`src/hdl/branch_target_pkg.sv`:
```
// constants, register map and enumerations for the branch target and bit address block
// assumes a 32-bit AHB-Lite register bus and a 24-bit program counter
`default_nettype none

package branch_target_pkg;

  localparam int          PC_WIDTH           = 24;
  localparam int          ADDR_WIDTH         = 8;

  // bit operand space
  localparam logic [7:0]  NATIVE_RAM_FIRST   = 8'h20;
  localparam logic [7:0]  NATIVE_RAM_LAST    = 8'h7F;
  localparam logic [7:0]  LEGACY_RAM_BASE    = 8'h20;
  localparam logic [7:0]  SFR_FIRST          = 8'h80;

  // forced upper byte for accumulator plus data pointer jumps
  localparam logic [7:0]  LEGACY_CODE_REGION = 8'hFF;

  // register byte offsets
  localparam logic [7:0]  BIT_SELECT_OFFSET  = 8'h00;
  localparam logic [7:0]  NEXT_PC_OFFSET     = 8'h04;
  localparam logic [7:0]  TARGET_OFFSET      = 8'h08;
  localparam logic [7:0]  INDIRECT_OFFSET    = 8'h0C;
  localparam logic [7:0]  FLAGS_OFFSET       = 8'h10;
  localparam logic [7:0]  COMPARE_OFFSET     = 8'h14;
  localparam logic [7:0]  COMMAND_OFFSET     = 8'h18;
  localparam logic [7:0]  BIT_RESULT_OFFSET  = 8'h1C;
  localparam logic [7:0]  PC_RESULT_OFFSET   = 8'h20;

  // field positions
  localparam int          BIT_LEGACY_POS     = 16;
  localparam int          BIT_VALUE_POS      = 24;
  localparam int          CARRY_POS          = 0;
  localparam int          AUX_POS            = 1;
  localparam int          OVERFLOW_POS       = 2;
  localparam int          NEGATIVE_POS       = 3;
  localparam int          ZERO_POS           = 4;
  localparam int          CMD_WORD_POS       = 8;
  localparam int          RES_SFR_POS        = 16;
  localparam int          RES_VALID_POS      = 17;
  localparam int          RES_TAKEN_POS      = 24;
  localparam int          RES_FAULT_POS      = 25;
  localparam int          RES_CLEAR_POS      = 26;

  // reset values and the word transfer size
  localparam logic [23:0] PC_RESET           = 24'h000000;
  localparam logic [4:0]  FLAGS_RESET        = 5'h00;
  localparam logic [2:0]  SIZE_WORD          = 3'h2;

  typedef enum logic [3:0] {
    xfer_none,
    xfer_relative,
    xfer_jump_if_bit_set,
    xfer_jump_if_bit_clear,
    xfer_jump_if_set_then_clear,
    xfer_compare_jump,
    xfer_short_absolute,
    xfer_long,
    xfer_extended,
    xfer_word_pointer,
    xfer_acc_data_pointer,
    xfer_compare_op
  } xfer_kind_type;

  typedef enum logic [3:0] {
    jump_equal,
    jump_not_equal,
    jump_above,
    jump_below,
    jump_above_or_same,
    jump_below_or_same,
    jump_signed_equal,
    jump_signed_not_equal,
    jump_signed_greater,
    jump_signed_less,
    jump_signed_greater_or_equal,
    jump_signed_less_or_equal
  } compare_cond_type;

endpackage : branch_target_pkg

`default_nettype wire

```
`src/hdl/bit_operand_resolver.sv`:
```
// resolves a bit operand to a byte location and bit position
// assumes operands are stable while the result is used; purely combinational
`default_nettype none

module bit_operand_resolver
  import branch_target_pkg::*;
(
  input  wire logic       legacy_mode,
  input  wire logic [7:0] operand,
  input  wire logic [2:0] position,
  output logic      [7:0] byte_location,
  output logic      [2:0] bit_position,
  output logic            in_sfr,
  output logic            valid
);

  always_comb
  begin
    if (legacy_mode)
    begin
      bit_position = operand[2:0];
      if (!operand[7])
        byte_location = LEGACY_RAM_BASE + {3'h0, operand[7:3]};
      else
        byte_location = {operand[7:3], 3'h0};
      valid = 1'b1;
    end
    else
    begin
      // native form: byte plus position, no linear number
      byte_location = operand;
      bit_position  = position;
      valid = (operand >= NATIVE_RAM_FIRST);
    end
    in_sfr = (byte_location >= SFR_FIRST);
  end

endmodule : bit_operand_resolver

`default_nettype wire

```
`src/hdl/branch_condition.sv`:
```
// judges whether a conditional control transfer is taken
// assumes flags hold whatever the last flag-writing instruction left
`default_nettype none

module branch_condition
  import branch_target_pkg::*;
(
  input  wire xfer_kind_type    kind,
  input  wire compare_cond_type cond,
  input  wire logic             carry_flag,
  input  wire logic             zero_flag,
  input  wire logic             negative_flag,
  input  wire logic             overflow_flag,
  input  wire logic             bit_value,
  output logic                  taken
);

  logic signed_less;
  logic cmp_taken;

  always_comb
  begin
    signed_less = negative_flag ^ overflow_flag;
    case (cond)
      jump_equal:                   cmp_taken = zero_flag;
      jump_not_equal:               cmp_taken = !zero_flag;
      jump_above:                   cmp_taken = !carry_flag && !zero_flag;
      jump_below:                   cmp_taken = carry_flag;
      jump_above_or_same:           cmp_taken = !carry_flag;
      jump_below_or_same:           cmp_taken = carry_flag || zero_flag;
      jump_signed_equal:            cmp_taken = zero_flag;
      jump_signed_not_equal:        cmp_taken = !zero_flag;
      jump_signed_greater:          cmp_taken = !signed_less && !zero_flag;
      jump_signed_less:             cmp_taken = signed_less;
      jump_signed_greater_or_equal: cmp_taken = !signed_less;
      jump_signed_less_or_equal:    cmp_taken = signed_less || zero_flag;
      default:                      cmp_taken = 1'b0;
    endcase
    case (kind)
      xfer_jump_if_bit_set:        taken = bit_value;
      xfer_jump_if_bit_clear:      taken = !bit_value;
      xfer_jump_if_set_then_clear: taken = bit_value;
      xfer_compare_jump:           taken = cmp_taken;
      default:                     taken = 1'b0;
    endcase
  end

endmodule : branch_condition

`default_nettype wire

```
`src/hdl/branch_target_and_bit_address.sv`:
```
// branch target and bit address unit with an AHB-Lite register slave
// assumes one AHB-Lite master, word-sized single transfers, one clock
`default_nettype none

module branch_target_and_bit_address
  import branch_target_pkg::*;
(
  input  wire logic                                 hclk,
  input  wire logic                                 hresetn,
  input  wire logic                                 hsel,
  input  wire logic [31:0]                          haddr,
  input  wire logic [1:0]                           htrans,
  input  wire logic                                 hwrite,
  input  wire logic [2:0]                           hsize,
  input  wire logic [31:0]                          hwdata,
  input  wire logic                                 hready,
  output logic      [31:0]                          hrdata,
  output logic                                      hreadyout,
  output logic                                      hresp,
  output logic      [branch_target_pkg::PC_WIDTH-1:0] program_counter,
  output logic                                      program_counter_load,
  output logic                                      jump_taken,
  output logic                                      bit_clear,
  output logic      [7:0]                           bit_byte_location,
  output logic      [2:0]                           bit_position
);

  // bus group
  logic                  wr_pend_q, wr_pend_d;
  logic [ADDR_WIDTH-1:0] wr_addr_q, wr_addr_d;
  logic [31:0]           hrdata_q,  hrdata_d;
  logic                  addr_phase;

  // register group
  logic [7:0]            bit_operand_q,  bit_operand_d;
  logic [2:0]            bit_select_q,   bit_select_d;
  logic                  legacy_mode_q,  legacy_mode_d;
  logic                  bit_value_q,    bit_value_d;
  logic [PC_WIDTH-1:0]   next_pc_q,      next_pc_d;
  logic [PC_WIDTH-1:0]   target_op_q,    target_op_d;
  logic [7:0]            accumulator_q,  accumulator_d;
  logic [15:0]           data_pointer_q, data_pointer_d;
  logic [4:0]            flags_q,        flags_d;
  logic [15:0]           cmp_left_q,     cmp_left_d;
  logic [15:0]           cmp_right_q,    cmp_right_d;
  xfer_kind_type         kind_q,         kind_d;
  compare_cond_type      cond_q,         cond_d;
  logic                  cmp_word_q,     cmp_word_d;
  logic                  exec_q,         exec_d;

  // output group
  logic [PC_WIDTH-1:0]   pc_q,           pc_d;
  logic                  pc_load_q,      pc_load_d;
  logic                  taken_q,        taken_d;
  logic                  clear_q,        clear_d;
  logic [7:0]            clear_byte_q,   clear_byte_d;
  logic [2:0]            clear_pos_q,    clear_pos_d;

  // decode results
  logic [7:0]            res_byte;
  logic [2:0]            res_pos;
  logic                  res_sfr;
  logic                  res_valid;
  logic                  cond_taken;
  logic [PC_WIDTH-1:0]   target;
  logic                  target_taken;
  logic                  block_fault;
  logic                  clear_request;
  logic [PC_WIDTH-1:0]   rel_ext;
  logic [16:0]           diff_word;
  logic [8:0]            diff_byte;
  logic [4:0]            cmp_flags;

  bit_operand_resolver u_resolver (
    .legacy_mode   (legacy_mode_q),
    .operand       (bit_operand_q),
    .position      (bit_select_q),
    .byte_location (res_byte),
    .bit_position  (res_pos),
    .in_sfr        (res_sfr),
    .valid         (res_valid)
  );

  branch_condition u_condition (
    .kind          (kind_q),
    .cond          (cond_q),
    .carry_flag    (flags_q[CARRY_POS]),
    .zero_flag     (flags_q[ZERO_POS]),
    .negative_flag (flags_q[NEGATIVE_POS]),
    .overflow_flag (flags_q[OVERFLOW_POS]),
    .bit_value     (bit_value_q),
    .taken         (cond_taken)
  );

  // target selection; relative targets wrap at 24 bits, the accumulator plus data pointer sum wraps at 16 bits
  always_comb
  begin
    rel_ext       = {{(PC_WIDTH-8){target_op_q[7]}}, target_op_q[7:0]};
    target        = next_pc_q;
    target_taken  = 1'b0;
    block_fault   = 1'b0;
    clear_request = 1'b0;
    case (kind_q)
      xfer_relative:
      begin
        target       = next_pc_q + rel_ext;
        target_taken = 1'b1;
      end
      xfer_jump_if_bit_set, xfer_jump_if_bit_clear, xfer_jump_if_set_then_clear, xfer_compare_jump:
      begin
        target_taken = cond_taken;
        if (cond_taken)
          target = next_pc_q + rel_ext;
        // a taken target outside the current 256-byte block is flagged, not blocked
        block_fault   = cond_taken && (target[PC_WIDTH-1:8] != next_pc_q[PC_WIDTH-1:8]);
        clear_request = cond_taken && (kind_q == xfer_jump_if_set_then_clear);
      end
      xfer_short_absolute:
      begin
        target       = {next_pc_q[PC_WIDTH-1:11], target_op_q[10:0]};
        target_taken = 1'b1;
      end
      xfer_long:
      begin
        target       = {next_pc_q[PC_WIDTH-1:16], target_op_q[15:0]};
        target_taken = 1'b1;
      end
      xfer_extended:
      begin
        target       = target_op_q;
        target_taken = 1'b1;
      end
      xfer_word_pointer:
      begin
        target       = {next_pc_q[PC_WIDTH-1:16], target_op_q[15:0]};
        target_taken = 1'b1;
      end
      xfer_acc_data_pointer:
      begin
        target       = {LEGACY_CODE_REGION, data_pointer_q + {8'h00, accumulator_q}};
        target_taken = 1'b1;
      end
      default:
      begin
        target       = next_pc_q;
        target_taken = 1'b0;
      end
    endcase
  end

  // compare: subtraction whose difference is thrown away
  always_comb
  begin
    diff_word = {1'b0, cmp_left_q} - {1'b0, cmp_right_q};
    diff_byte = {1'b0, cmp_left_q[7:0]} - {1'b0, cmp_right_q[7:0]};
    cmp_flags = flags_q;
    if (cmp_word_q)
    begin
      cmp_flags[CARRY_POS]    = diff_word[16];
      cmp_flags[OVERFLOW_POS] = (cmp_left_q[15] ^ cmp_right_q[15]) & (cmp_left_q[15] ^ diff_word[15]);
      cmp_flags[NEGATIVE_POS] = diff_word[15];
      cmp_flags[ZERO_POS]     = (diff_word[15:0] == 16'h0000);
    end
    else
    begin
      cmp_flags[CARRY_POS]    = diff_byte[8];
      cmp_flags[AUX_POS]      = (cmp_left_q[3:0] < cmp_right_q[3:0]);   // aux only for bytes
      cmp_flags[OVERFLOW_POS] = (cmp_left_q[7] ^ cmp_right_q[7]) & (cmp_left_q[7] ^ diff_byte[7]);
      cmp_flags[NEGATIVE_POS] = diff_byte[7];
      cmp_flags[ZERO_POS]     = (diff_byte[7:0] == 8'h00);
    end
  end

  // bus slave: zero wait states, read data registered for the data phase
  always_comb
  begin
    addr_phase = hsel && htrans[1] && hready;
    wr_pend_d  = addr_phase && hwrite && (hsize == SIZE_WORD);
    wr_addr_d  = haddr[ADDR_WIDTH-1:0];
    hrdata_d   = 32'h00000000;
    if (addr_phase && !hwrite)
    begin
      case (haddr[ADDR_WIDTH-1:0])
        BIT_SELECT_OFFSET: hrdata_d = {7'h00, bit_value_q, 7'h00, legacy_mode_q, 5'h00, bit_select_q, bit_operand_q};
        NEXT_PC_OFFSET:    hrdata_d = {8'h00, next_pc_q};
        TARGET_OFFSET:     hrdata_d = {8'h00, target_op_q};
        INDIRECT_OFFSET:   hrdata_d = {8'h00, data_pointer_q, accumulator_q};
        FLAGS_OFFSET:      hrdata_d = {27'h0000000, flags_q};
        COMPARE_OFFSET:    hrdata_d = {cmp_right_q, cmp_left_q};
        COMMAND_OFFSET:    hrdata_d = {23'h000000, cmp_word_q, cond_q, kind_q};
        BIT_RESULT_OFFSET: hrdata_d = {14'h0000, res_valid, res_sfr, 5'h00, res_pos, res_byte};
        PC_RESULT_OFFSET:  hrdata_d = {5'h00, clear_request, block_fault, target_taken, target};
        default:           hrdata_d = 32'h00000000;
      endcase
    end
  end

  always_ff @(posedge hclk or negedge hresetn)
  begin
    if (!hresetn)
    begin
      wr_pend_q <= 1'b0;
      wr_addr_q <= 8'h00;
      hrdata_q  <= 32'h00000000;
    end
    else
    begin
      wr_pend_q <= wr_pend_d;
      wr_addr_q <= wr_addr_d;
      hrdata_q  <= hrdata_d;
    end
  end

  // software writes, then execution of the stored command one cycle later
  always_comb
  begin
    bit_operand_d  = bit_operand_q;
    bit_select_d   = bit_select_q;
    legacy_mode_d  = legacy_mode_q;
    bit_value_d    = bit_value_q;
    next_pc_d      = next_pc_q;
    target_op_d    = target_op_q;
    accumulator_d  = accumulator_q;
    data_pointer_d = data_pointer_q;
    flags_d        = flags_q;
    cmp_left_d     = cmp_left_q;
    cmp_right_d    = cmp_right_q;
    kind_d         = kind_q;
    cond_d         = cond_q;
    cmp_word_d     = cmp_word_q;
    exec_d         = 1'b0;
    if (wr_pend_q)
    begin
      case (wr_addr_q)
        BIT_SELECT_OFFSET:
        begin
          bit_operand_d = hwdata[7:0];
          bit_select_d  = hwdata[10:8];
          legacy_mode_d = hwdata[BIT_LEGACY_POS];
          bit_value_d   = hwdata[BIT_VALUE_POS];
        end
        NEXT_PC_OFFSET:  next_pc_d   = hwdata[PC_WIDTH-1:0];
        TARGET_OFFSET:   target_op_d = hwdata[PC_WIDTH-1:0];
        INDIRECT_OFFSET:
        begin
          accumulator_d  = hwdata[7:0];
          data_pointer_d = hwdata[23:8];
        end
        FLAGS_OFFSET:    flags_d = hwdata[4:0];
        COMPARE_OFFSET:
        begin
          cmp_left_d  = hwdata[15:0];
          cmp_right_d = hwdata[31:16];
        end
        COMMAND_OFFSET:
        begin
          kind_d     = xfer_kind_type'(hwdata[3:0]);
          cond_d     = compare_cond_type'(hwdata[7:4]);
          cmp_word_d = hwdata[CMD_WORD_POS];
          exec_d     = 1'b1;
        end
        default:
        begin
          exec_d = 1'b0;
        end
      endcase
    end
    if (exec_q && (kind_q == xfer_compare_op))
      flags_d = cmp_flags;
    if (exec_q && clear_request)
      bit_value_d = 1'b0;
  end

  always_ff @(posedge hclk or negedge hresetn)
  begin
    if (!hresetn)
    begin
      // constants only, so the async path stays clean
      bit_operand_q  <= 8'h00;
      bit_select_q   <= 3'h0;
      legacy_mode_q  <= 1'b0;
      bit_value_q    <= 1'b0;
      next_pc_q      <= PC_RESET;
      target_op_q    <= 24'h000000;
      accumulator_q  <= 8'h00;
      data_pointer_q <= 16'h0000;
      flags_q        <= FLAGS_RESET;
      cmp_left_q     <= 16'h0000;
      cmp_right_q    <= 16'h0000;
      kind_q         <= xfer_none;
      cond_q         <= jump_equal;
      cmp_word_q     <= 1'b0;
      exec_q         <= 1'b0;
    end
    else
    begin
      bit_operand_q  <= bit_operand_d;
      bit_select_q   <= bit_select_d;
      legacy_mode_q  <= legacy_mode_d;
      bit_value_q    <= bit_value_d;
      next_pc_q      <= next_pc_d;
      target_op_q    <= target_op_d;
      accumulator_q  <= accumulator_d;
      data_pointer_q <= data_pointer_d;
      flags_q        <= flags_d;
      cmp_left_q     <= cmp_left_d;
      cmp_right_q    <= cmp_right_d;
      kind_q         <= kind_d;
      cond_q         <= cond_d;
      cmp_word_q     <= cmp_word_d;
      exec_q         <= exec_d;
    end
  end

  // outputs to fetch: the pc holds its value between commands
  always_comb
  begin
    pc_d         = pc_q;
    pc_load_d    = 1'b0;
    taken_d      = 1'b0;
    clear_d      = 1'b0;
    clear_byte_d = clear_byte_q;
    clear_pos_d  = clear_pos_q;
    if (exec_q && (kind_q != xfer_compare_op) && (kind_q != xfer_none))
    begin
      pc_d      = target;
      pc_load_d = 1'b1;
      taken_d   = target_taken;
    end
    if (exec_q && clear_request)
    begin
      clear_d      = 1'b1;
      clear_byte_d = res_byte;
      clear_pos_d  = res_pos;
    end
  end

  always_ff @(posedge hclk or negedge hresetn)
  begin
    if (!hresetn)
    begin
      pc_q         <= PC_RESET;
      pc_load_q    <= 1'b0;
      taken_q      <= 1'b0;
      clear_q      <= 1'b0;
      clear_byte_q <= 8'h00;
      clear_pos_q  <= 3'h0;
    end
    else
    begin
      pc_q         <= pc_d;
      pc_load_q    <= pc_load_d;
      taken_q      <= taken_d;
      clear_q      <= clear_d;
      clear_byte_q <= clear_byte_d;
      clear_pos_q  <= clear_pos_d;
    end
  end

  // ready is a flop that leaves reset high; the slave never stalls
  logic hreadyout_q;

  always_ff @(posedge hclk or negedge hresetn)
  begin
    if (!hresetn)
      hreadyout_q <= 1'b1;
    else
      hreadyout_q <= 1'b1;
  end

  always_comb
  begin
    hrdata               = hrdata_q;
    hreadyout            = hreadyout_q;
    hresp                = 1'b0;
    program_counter      = pc_q;
    program_counter_load = pc_load_q;
    jump_taken           = taken_q;
    bit_clear            = clear_q;
    bit_byte_location    = clear_byte_q;
    bit_position         = clear_pos_q;
  end

endmodule : branch_target_and_bit_address

`default_nettype wire

```
`config.mk`:
```
export PLATFORM = sky130hd
export DESIGN_NAME = branch_target_and_bit_address
export DESIGN_NICKNAME = d
export VERILOG_FILES = /design/src/hdl/branch_target_pkg.sv /design/src/hdl/bit_operand_resolver.sv /design/src/hdl/branch_condition.sv /design/src/hdl/branch_target_and_bit_address.sv
export SDC_FILE = /design/constraint.sdc
export NUM_CORES = 1
export LEC_CHECK = 0
export BUFFER_PORTS_ARGS = -buffer_cell sky130_fd_sc_hd__buf_2
export CORE_MARGIN = 4
export CORE_UTILIZATION = 34
export CTS_BUF_LIST = sky130_fd_sc_hd__clkbuf_8 sky130_fd_sc_hd__clkbuf_16
export CTS_CLUSTER_DIAMETER = 80
export DETAILED_ROUTE_END_ITERATION = 8
export PLACE_DENSITY = 0.55
export SYNTH_ARGS = -nofsm -noshare
export SYNTH_HDL_FRONTEND = slang
export SYNTH_SLANG_ARGS = --single-unit
```
`constraint.sdc`:
```
create_clock -name hclk -period 4.05 [get_ports hclk]
set_clock_uncertainty 0.15 [all_clocks]
set_input_delay 0.81 -clock hclk [delete_from_list [all_inputs] [get_ports hclk]]
set_output_delay 0.81 -clock hclk [all_outputs]
set_load 0.01 [all_outputs]
```
==> impl_metrics.yaml, run 1 <==
logic_synthesis:
  synth-seq-area-share_pct: 40.8
  yosysWarnings: 0
  dominantRegCellSynth: "sky130_fd_sc_hd__dfrtp_1"
  synthesis.area_um2: 12900
  yosys.cell_types.count: 93
  netlist_top_cells_area: "sky130_fd_sc_hd__dfrtp_1, sky130_fd_sc_hd__mux2_2, sky130_fd_sc_hd__ha_1, sky130_fd_sc_hd__nand2_1, sky130_fd_sc_hd__o21ai_0"
  synth.ff_latch_count: 211
  most_frequent_cell_after_synthesis: "sky130_fd_sc_hd__dfrtp_1"
  average_cell_area_after_synthesis_um2: 9.56
  synth_edf_count: 0
  synth_top_area_cell: "sky130_fd_sc_hd__dfrtp_1"
  synth.net_count: 1476
  synthDominantCellAreaShare_pct: 40.8
  synth-async-reset-ratio_pct: 100
  synth_commonest_cells: "sky130_fd_sc_hd__dfrtp_1, sky130_fd_sc_hd__nand2_1, sky130_fd_sc_hd__mux2_2"
  synth_cells: 1352
sta:
  fmax_ghz: 0.260
  hold-worst-slack_ps: 184
  min_period_over_period_pct: 95.1
  slew_viol_final: 0
  setup_viol: 0
  worst_pin_slew_ps: 1110
  tns_ps: 0
  grt_setup_unrepaired: "no"
  timing.final.crit_period_ps: 3850
  timing.final.hold_violations: 0
  remaining_max_slew_budget_at_the_tightest_pin_pct: 24.9
  post_route_setup_slack_ps: 200
clock_tree:
  tritoncts: "built"
  inserted_clock_buffers: 25
  ctsResizeCount: 0
  cts_setup_buffers: 0
  cts_hold_fix_bufs: 0
  clock_latency_ps: 550
  clk_root_buffer_cell: "sky130_fd_sc_hd__clkbuf_16"
  path_clk_slew_ps: 60
  num_clock_sinks: 211
  h_tree_levels: 1
  clock_tree.buffer_depth: 3
global_routing:
  grt_remaining_overflow: 0
  grt.total_usage_pct: 22.8
  number_of_global_route_vias_before_repair: 11291
  grt_max_degree: 104
  grt_pass1_wl_mm: 72.5
  antenna_found_initial: 3
floorplan:
  num_rows: 71
  placeable_core_area_um2: 37600
  initial_utilization_pct: 34.4
  chipWidth_um: 203
  die_h_um: 203
  top_level_ports: 146
  overall_die_area_um2: 41200
routing:
  postRouteAntennaNets: 0
  dr.pass1.iters: 5
  number_of_remaining_drc_errors: 0
  drt-vias-per-instance: 5.85
  route.detailed.wl_per_inst_um: 24.0
  vias: 11766
  drt_wl_total_mm: 48.2
  initialDrtViolationCount: 1070
placed_design:
  pre_cts_ws_ps: 328
  final_weighted_congestion_in_routability_driven_placement: 0.957
  detailed_place_hpwl_mm: 36.2
  io_buffers: 118
critical_path:
  worstPathMaxFanout: 19
  timing.critical_path.required_ps: 4360
  critPathBufInv: 1
  slowest_cp_cell: "sky130_fd_sc_hd__o21ai_0"
  cp-end-kind: "flip-flop"
  cp_slowest_stage_delay_ps: 470
  worst_path_dominant_cell_family: "compound AO/OA/AOI/OAI gates"
  critical_path_class: "reg -> reg"
  worst-endpoint-arrival_ps: 4160
  cp_cell_sequence: "buf_12 -> ha_1 -> nand2_1 -> o21ai_0 -> o21ai_0 -> or3_1 -> a31oi_1 -> nor3_1 -> nor3_1 -> o221ai_1 -> a31oi_1"
  crit_path_start_kind: "flip-flop"
power:
  power.net_switching_mw: 1.14
  cellInternalPower_mw: 3.56
  p_per_area_nw_per_um2: 309
  pwr-share-clk_pct: 48.4
  comb_power_share_pct: 5.7
  switching_portion_of_total_power_pct: 24.3
  irDropWorstVdd_v: 0.000298
  power_leakage_nw: 6.92
  power.share.sequential_pct: 45.9
cells_and_area:
  layout-drive-gt1-share_pct: 23.9
  layout-area-overhead-vs-synth_pct: 17.7
  nets: 1608
job:
  drv.max_cap_violation_count: 0
worst_hold_path:
  min-delay-path-class: "in -> async"
run_status:
  run_status: "finished, final reports clean"
==> final cells by class <==
cell class	instances	area, um2
clock buffer	29	681
inverter	53	199
tap	511	639
sequential	211	5280
timing repair buffer	173	1050
fill	3754	22400
antenna	1	2.50
multi-input combinational	1020	7220
clock inverter	15	145
==> through the flow <==
step	power, mW	util [%]	area (um2)	instances
floorplan	2.32	-	12900	1352
global placement	2.46	38.3	14400	1968
detailed placement	2.47	38.3	14400	1968
CTS	4.76	40.5	15200	2012
global route	4.89	40.5	15200	2012
finish	4.70	40.5	15200	2013
==> flip-flops by register name, summed over array words and instances (netlist names), 5 cells and up <==
register and count:
flags_q 5, program_counter 24, cmp_right_q 16, bit_operand_q 8, cmp_left_q 16, next_pc_q 24, bit_byte_location 8, wr_addr_q 8
data_pointer_q 16, target_op_q 24, hrdata 32, accumulator_q 8
==> kinds of logic (layout without fill, tap and decap cells) <==
logic type	count (synthesis)	count (layout)	share of synthesized area (%)
AOI/OAI and AO/OA	435	435	23.2
and+or+nand+nor	368	368	13.7
DFF	211	211	40.8
buffers and inverters	121	270	3.70
muxes	119	119	10.3
adders and majority gates	51	51	5.09
xor gates and xnor gates	45	45	3.16
other	2	3	0.0581
==> routing by layer <==
layer	global-route usage (%)	part of all wire [%]	vias up	wire, um
li1	-	-	5322	-
met1	33.7	46	5829	22100
met2	34.1	43	529	20700
met3	4.54	8.5	86	4080
met4	6.47	2.9	0	1410
met5	0	0	-	0
==> final timing paths <==
| check | start | endpoint | slack, ps | cells past startpoint |
|---|---|---|---|---|
| max reg2reg | target_op_q[7] | hrdata[20] | 200 | 11 |
| min in group hclk | haddr[7] | wr_addr_q[7] | 250 | 1 |
| min reg2reg | program_counter[5] | program_counter[5] | 320 | 2 |
| max | target_op_q[7] | hrdata[20] | 200 | 11 |
| max in group asynchronous | hresetn | program_counter[22] | 2660 | 2 |
| min | hresetn | cmp_right_q[13] | 180 | 1 |
==> worst register-to-register path: stages, from the launching register on <==
cell	delay, ps
sky130_fd_sc_hd__dfrtp_1	420
sky130_fd_sc_hd__buf_12	170
sky130_fd_sc_hd__ha_1	480
sky130_fd_sc_hd__nand2_1	150
sky130_fd_sc_hd__o21ai_0	470
sky130_fd_sc_hd__o21ai_0	320
sky130_fd_sc_hd__or3_1	470
sky130_fd_sc_hd__a31oi_1	260
sky130_fd_sc_hd__nor3_1	70
sky130_fd_sc_hd__nor3_1	300
sky130_fd_sc_hd__o221ai_1	250
sky130_fd_sc_hd__a31oi_1	260
==> placed cells by master (no fill, tap or decap), types with 25 or more instances in the layout <==
| cell | n |
|---|---|
| sky130_fd_sc_hd__a21oi_1 | 81 |
| sky130_fd_sc_hd__a22oi_1 | 40 |
| sky130_fd_sc_hd__a31oi_1 | 28 |
| sky130_fd_sc_hd__buf_2 | 117 |
| sky130_fd_sc_hd__buf_4 | 52 |
| sky130_fd_sc_hd__clkbuf_16 | 25 |
| sky130_fd_sc_hd__dfrtp_1 | 211 |
| sky130_fd_sc_hd__ha_1 | 47 |
| sky130_fd_sc_hd__inv_1 | 54 |
| sky130_fd_sc_hd__mux2_2 | 110 |
| sky130_fd_sc_hd__nand2_1 | 155 |
| sky130_fd_sc_hd__nor2_1 | 68 |
| sky130_fd_sc_hd__nor3_1 | 25 |
| sky130_fd_sc_hd__o21ai_0 | 93 |
==> power by group through the flow <==
| stage | combinational, mW | sequential [mW] | clock [mW] |
|---|---|---|---|
| after floorplan | 0.138 | 2.18 | 0 |
| after global placement | 0.264 | 2.20 | 0 |
| after CTS | 0.270 | 2.16 | 2.33 |
| after detailed placement | 0.269 | 2.20 | 0 |
| final | 0.268 | 2.16 | 2.28 |
| after global routing | 0.300 | 2.16 | 2.43 |
Note: power is estimated with default switching activity, not from simulation.
==> inputs of run 2 (changes only) <==
--- a/config.mk
+++ b/config.mk
@@ -13,4 +13,5 @@
 export DETAILED_ROUTE_END_ITERATION = 8
 export PLACE_DENSITY = 0.55
+export RECOVER_POWER = 25
 export SYNTH_ARGS = -nofsm -noshare
 export SYNTH_HDL_FRONTEND = slang
--- a/constraint.sdc
+++ b/constraint.sdc
@@ -3,3 +3,3 @@
 set_input_delay 0.81 -clock hclk [delete_from_list [all_inputs] [get_ports hclk]]
 set_output_delay 0.81 -clock hclk [all_outputs]
-set_load 0.01 [all_outputs]
+set_load 0.05 [all_outputs]
==> impl_metrics.yaml, run 2 (synthesized netlist as in run 1, its figures left out) <==
run_status:
  run_status: "complete, but fails checks"
  violated_checks: "capacitance limit, slew limit"
worst_hold_path:
  min-delay-path-class: "in -> reg"
sta:
  fmax_ghz: 0.262
  grt_setup_unrepaired: "no"
  min_period_over_period_pct: 94.3
  remaining_max_slew_budget_at_the_tightest_pin_pct: -80.3
  setup_viol: 0
  tns_ps: 0
  timing.final.hold_violations: 0
  timing.final.crit_period_ps: 3820
  worst_pin_slew_ps: 2700
  slew_viol_final: 103
power:
  power_leakage_nw: 6.89
  p_per_area_nw_per_um2: 310
  irDropWorstVdd_v: 0.000297
critical_path:
  cp_cell_sequence: "ha_1 -> inv_1 -> fa_1 -> and2b_1 -> o2111ai_1 -> and4b_1 -> or3_1 -> a31oi_1 -> nor3_1 -> nor3_1 -> o221ai_1 -> a31oi_1"
  cp_slowest_stage_delay_ps: 440
  crit_path_start_kind: "flip-flop"
  critical_path_class: "reg -> reg"
  timing.critical_path.required_ps: 4360
  cp-end-kind: "flip-flop"
  slowest_cp_cell: "sky130_fd_sc_hd__or3_1"
  worstPathMaxFanout: 5
  worst-endpoint-arrival_ps: 4130
floorplan:
  placeable_core_area_um2: 37600
  top_level_ports: 146
  die_h_um: 203
  num_rows: 71
  overall_die_area_um2: 41200
  initial_utilization_pct: 34.4
  chipWidth_um: 203
routing:
  drt-vias-per-instance: 5.81
  drt_wl_total_mm: 48.1
  postRouteAntennaNets: 0
  initialDrtViolationCount: 1003
  route.detailed.wl_per_inst_um: 23.9
  vias: 11703
  number_of_remaining_drc_errors: 0
  dr.pass1.iters: 5
cells_and_area:
  layout_commonest_cell: "sky130_fd_sc_hd__dfrtp_1"
  nets: 1608
  layout-area-overhead-vs-synth_pct: 17.5
  num-fill-cells: 3759
  largest_register_ff_count: 32
  layout-drive-gt1-share_pct: 23.4
  finalInstanceArea_um2: 15200
  layout_common_cells: "sky130_fd_sc_hd__dfrtp_1, sky130_fd_sc_hd__nand2_1, sky130_fd_sc_hd__mux2_2, sky130_fd_sc_hd__buf_2, sky130_fd_sc_hd__o21ai_0"
global_routing:
  grt.total_usage_pct: 22.8
  antenna_found_initial: 3
  grt_pass1_wl_mm: 72.5
  grt_max_degree: 104
  number_of_global_route_vias_before_repair: 11291
  grt_remaining_overflow: 0
clock_tree:
  ctsResizeCount: 0
  cts_hold_fix_bufs: 0
  inserted_clock_buffers: 25
  tritoncts: "built"
  path_clk_slew_ps: 60
  clock_tree.buffer_depth: 3
  num_clock_sinks: 211
  clk_root_buffer_cell: "sky130_fd_sc_hd__clkbuf_16"
  h_tree_levels: 1
  clock_latency_ps: 550
  cts_setup_buffers: 0
placed_design:
  post_place_instance_area_um2: 14400
  detailed_place_hpwl_mm: 36.2
  io_buffers: 118
  final_weighted_congestion_in_routability_driven_placement: 0.957
job:
  drv.max_cap_violation_count: 1
-- run 2: changes by cell type in the layout (fill, tap and decap cells not counted) --
cell,before,now
sky130_fd_sc_hd__buf_2,117,109
sky130_fd_sc_hd__clkbuf_1,0,8
sky130_fd_sc_hd__clkbuf_2,0,2
sky130_fd_sc_hd__buf_4,52,51
sky130_fd_sc_hd__buf_8,1,0
-- run 2: worst paths after layout --
| kind | from | endpoint | slack [ps] | cells after the start |
|---|---|---|---|---|
| max | target_op_q[0] | hrdata[20] | 230 | 12 |
| min | haddr[7] | wr_addr_q[7] | 260 | 1 |
| max reg2reg | target_op_q[0] | hrdata[20] | 230 | 12 |
| min reg2reg | program_counter[5] | program_counter[5] | 320 | 2 |
| max in group asynchronous | hresetn | data_pointer_q[7] | 1090 | 2 |
| min in group asynchronous | hresetn | cmp_right_q[13] | 980 | 1 |
-- run 2: final cells by class --
| cell class | instances | area [um2] | area share, % |
|---|---|---|---|
| clock buffer | 29 | 681 | 4.48 |
| antenna | 1 | 2.50 | 0.0165 |
| tap | 511 | 639 | 4.21 |
| inverter | 53 | 199 | 1.31 |
| timing repair buffer | 173 | 1030 | 6.77 |
| clock inverter | 15 | 145 | 0.955 |
| multi-input combinational | 1020 | 7220 | 47.5 |
| sequential | 211 | 5280 | 34.8 |
-- run 2: critical path, delay by kind of cell, from the launching register on --
| family | cells | cell delay, ps |
|---|---|---|
| buffers and inverters | 1 | 70 |
| AOI/OAI and AO/OA | 4 | 1030 |
| DFF | 1 | 400 |
| and+or+nand+nor | 5 | 1420 |
| adders and majority gates | 2 | 650 |
-- run 2: metal layers --
| metal | global-route usage (%) | part of all wire (%) | wire [um] |
|---|---|---|---|
| met3 | 4.54 | 8.5 | 4090 |
| met1 | 33.7 | 46 | 22000 |
| met2 | 34.1 | 43 | 20700 |
| met4 | 6.47 | 2.9 | 1410 |
| met5 | 0 | 0 | 0 |
-- run 2: per-stage QoR --
step                power (mW)  hold WS (ps)  instances  utilization (%)  worst slack [ps]
CTS                       4.76           202       2012             40.5               281
detailed placement        2.47           311       1968             38.3               328
global route              4.89           238       2012             40.4              83.1
global placement          2.46           305       1968             38.3               367
floorplan                 2.32           338       1352                -               912
finish                    4.71           259       2013             40.4               232
-- run 2: power breakdown --
group | internal [mW] | switching [mW]
logic | 0.0963 | 0.173
clock network | 1.33 | 0.945
registers | 2.13 | 0.0298
total | 3.56 | 1.15
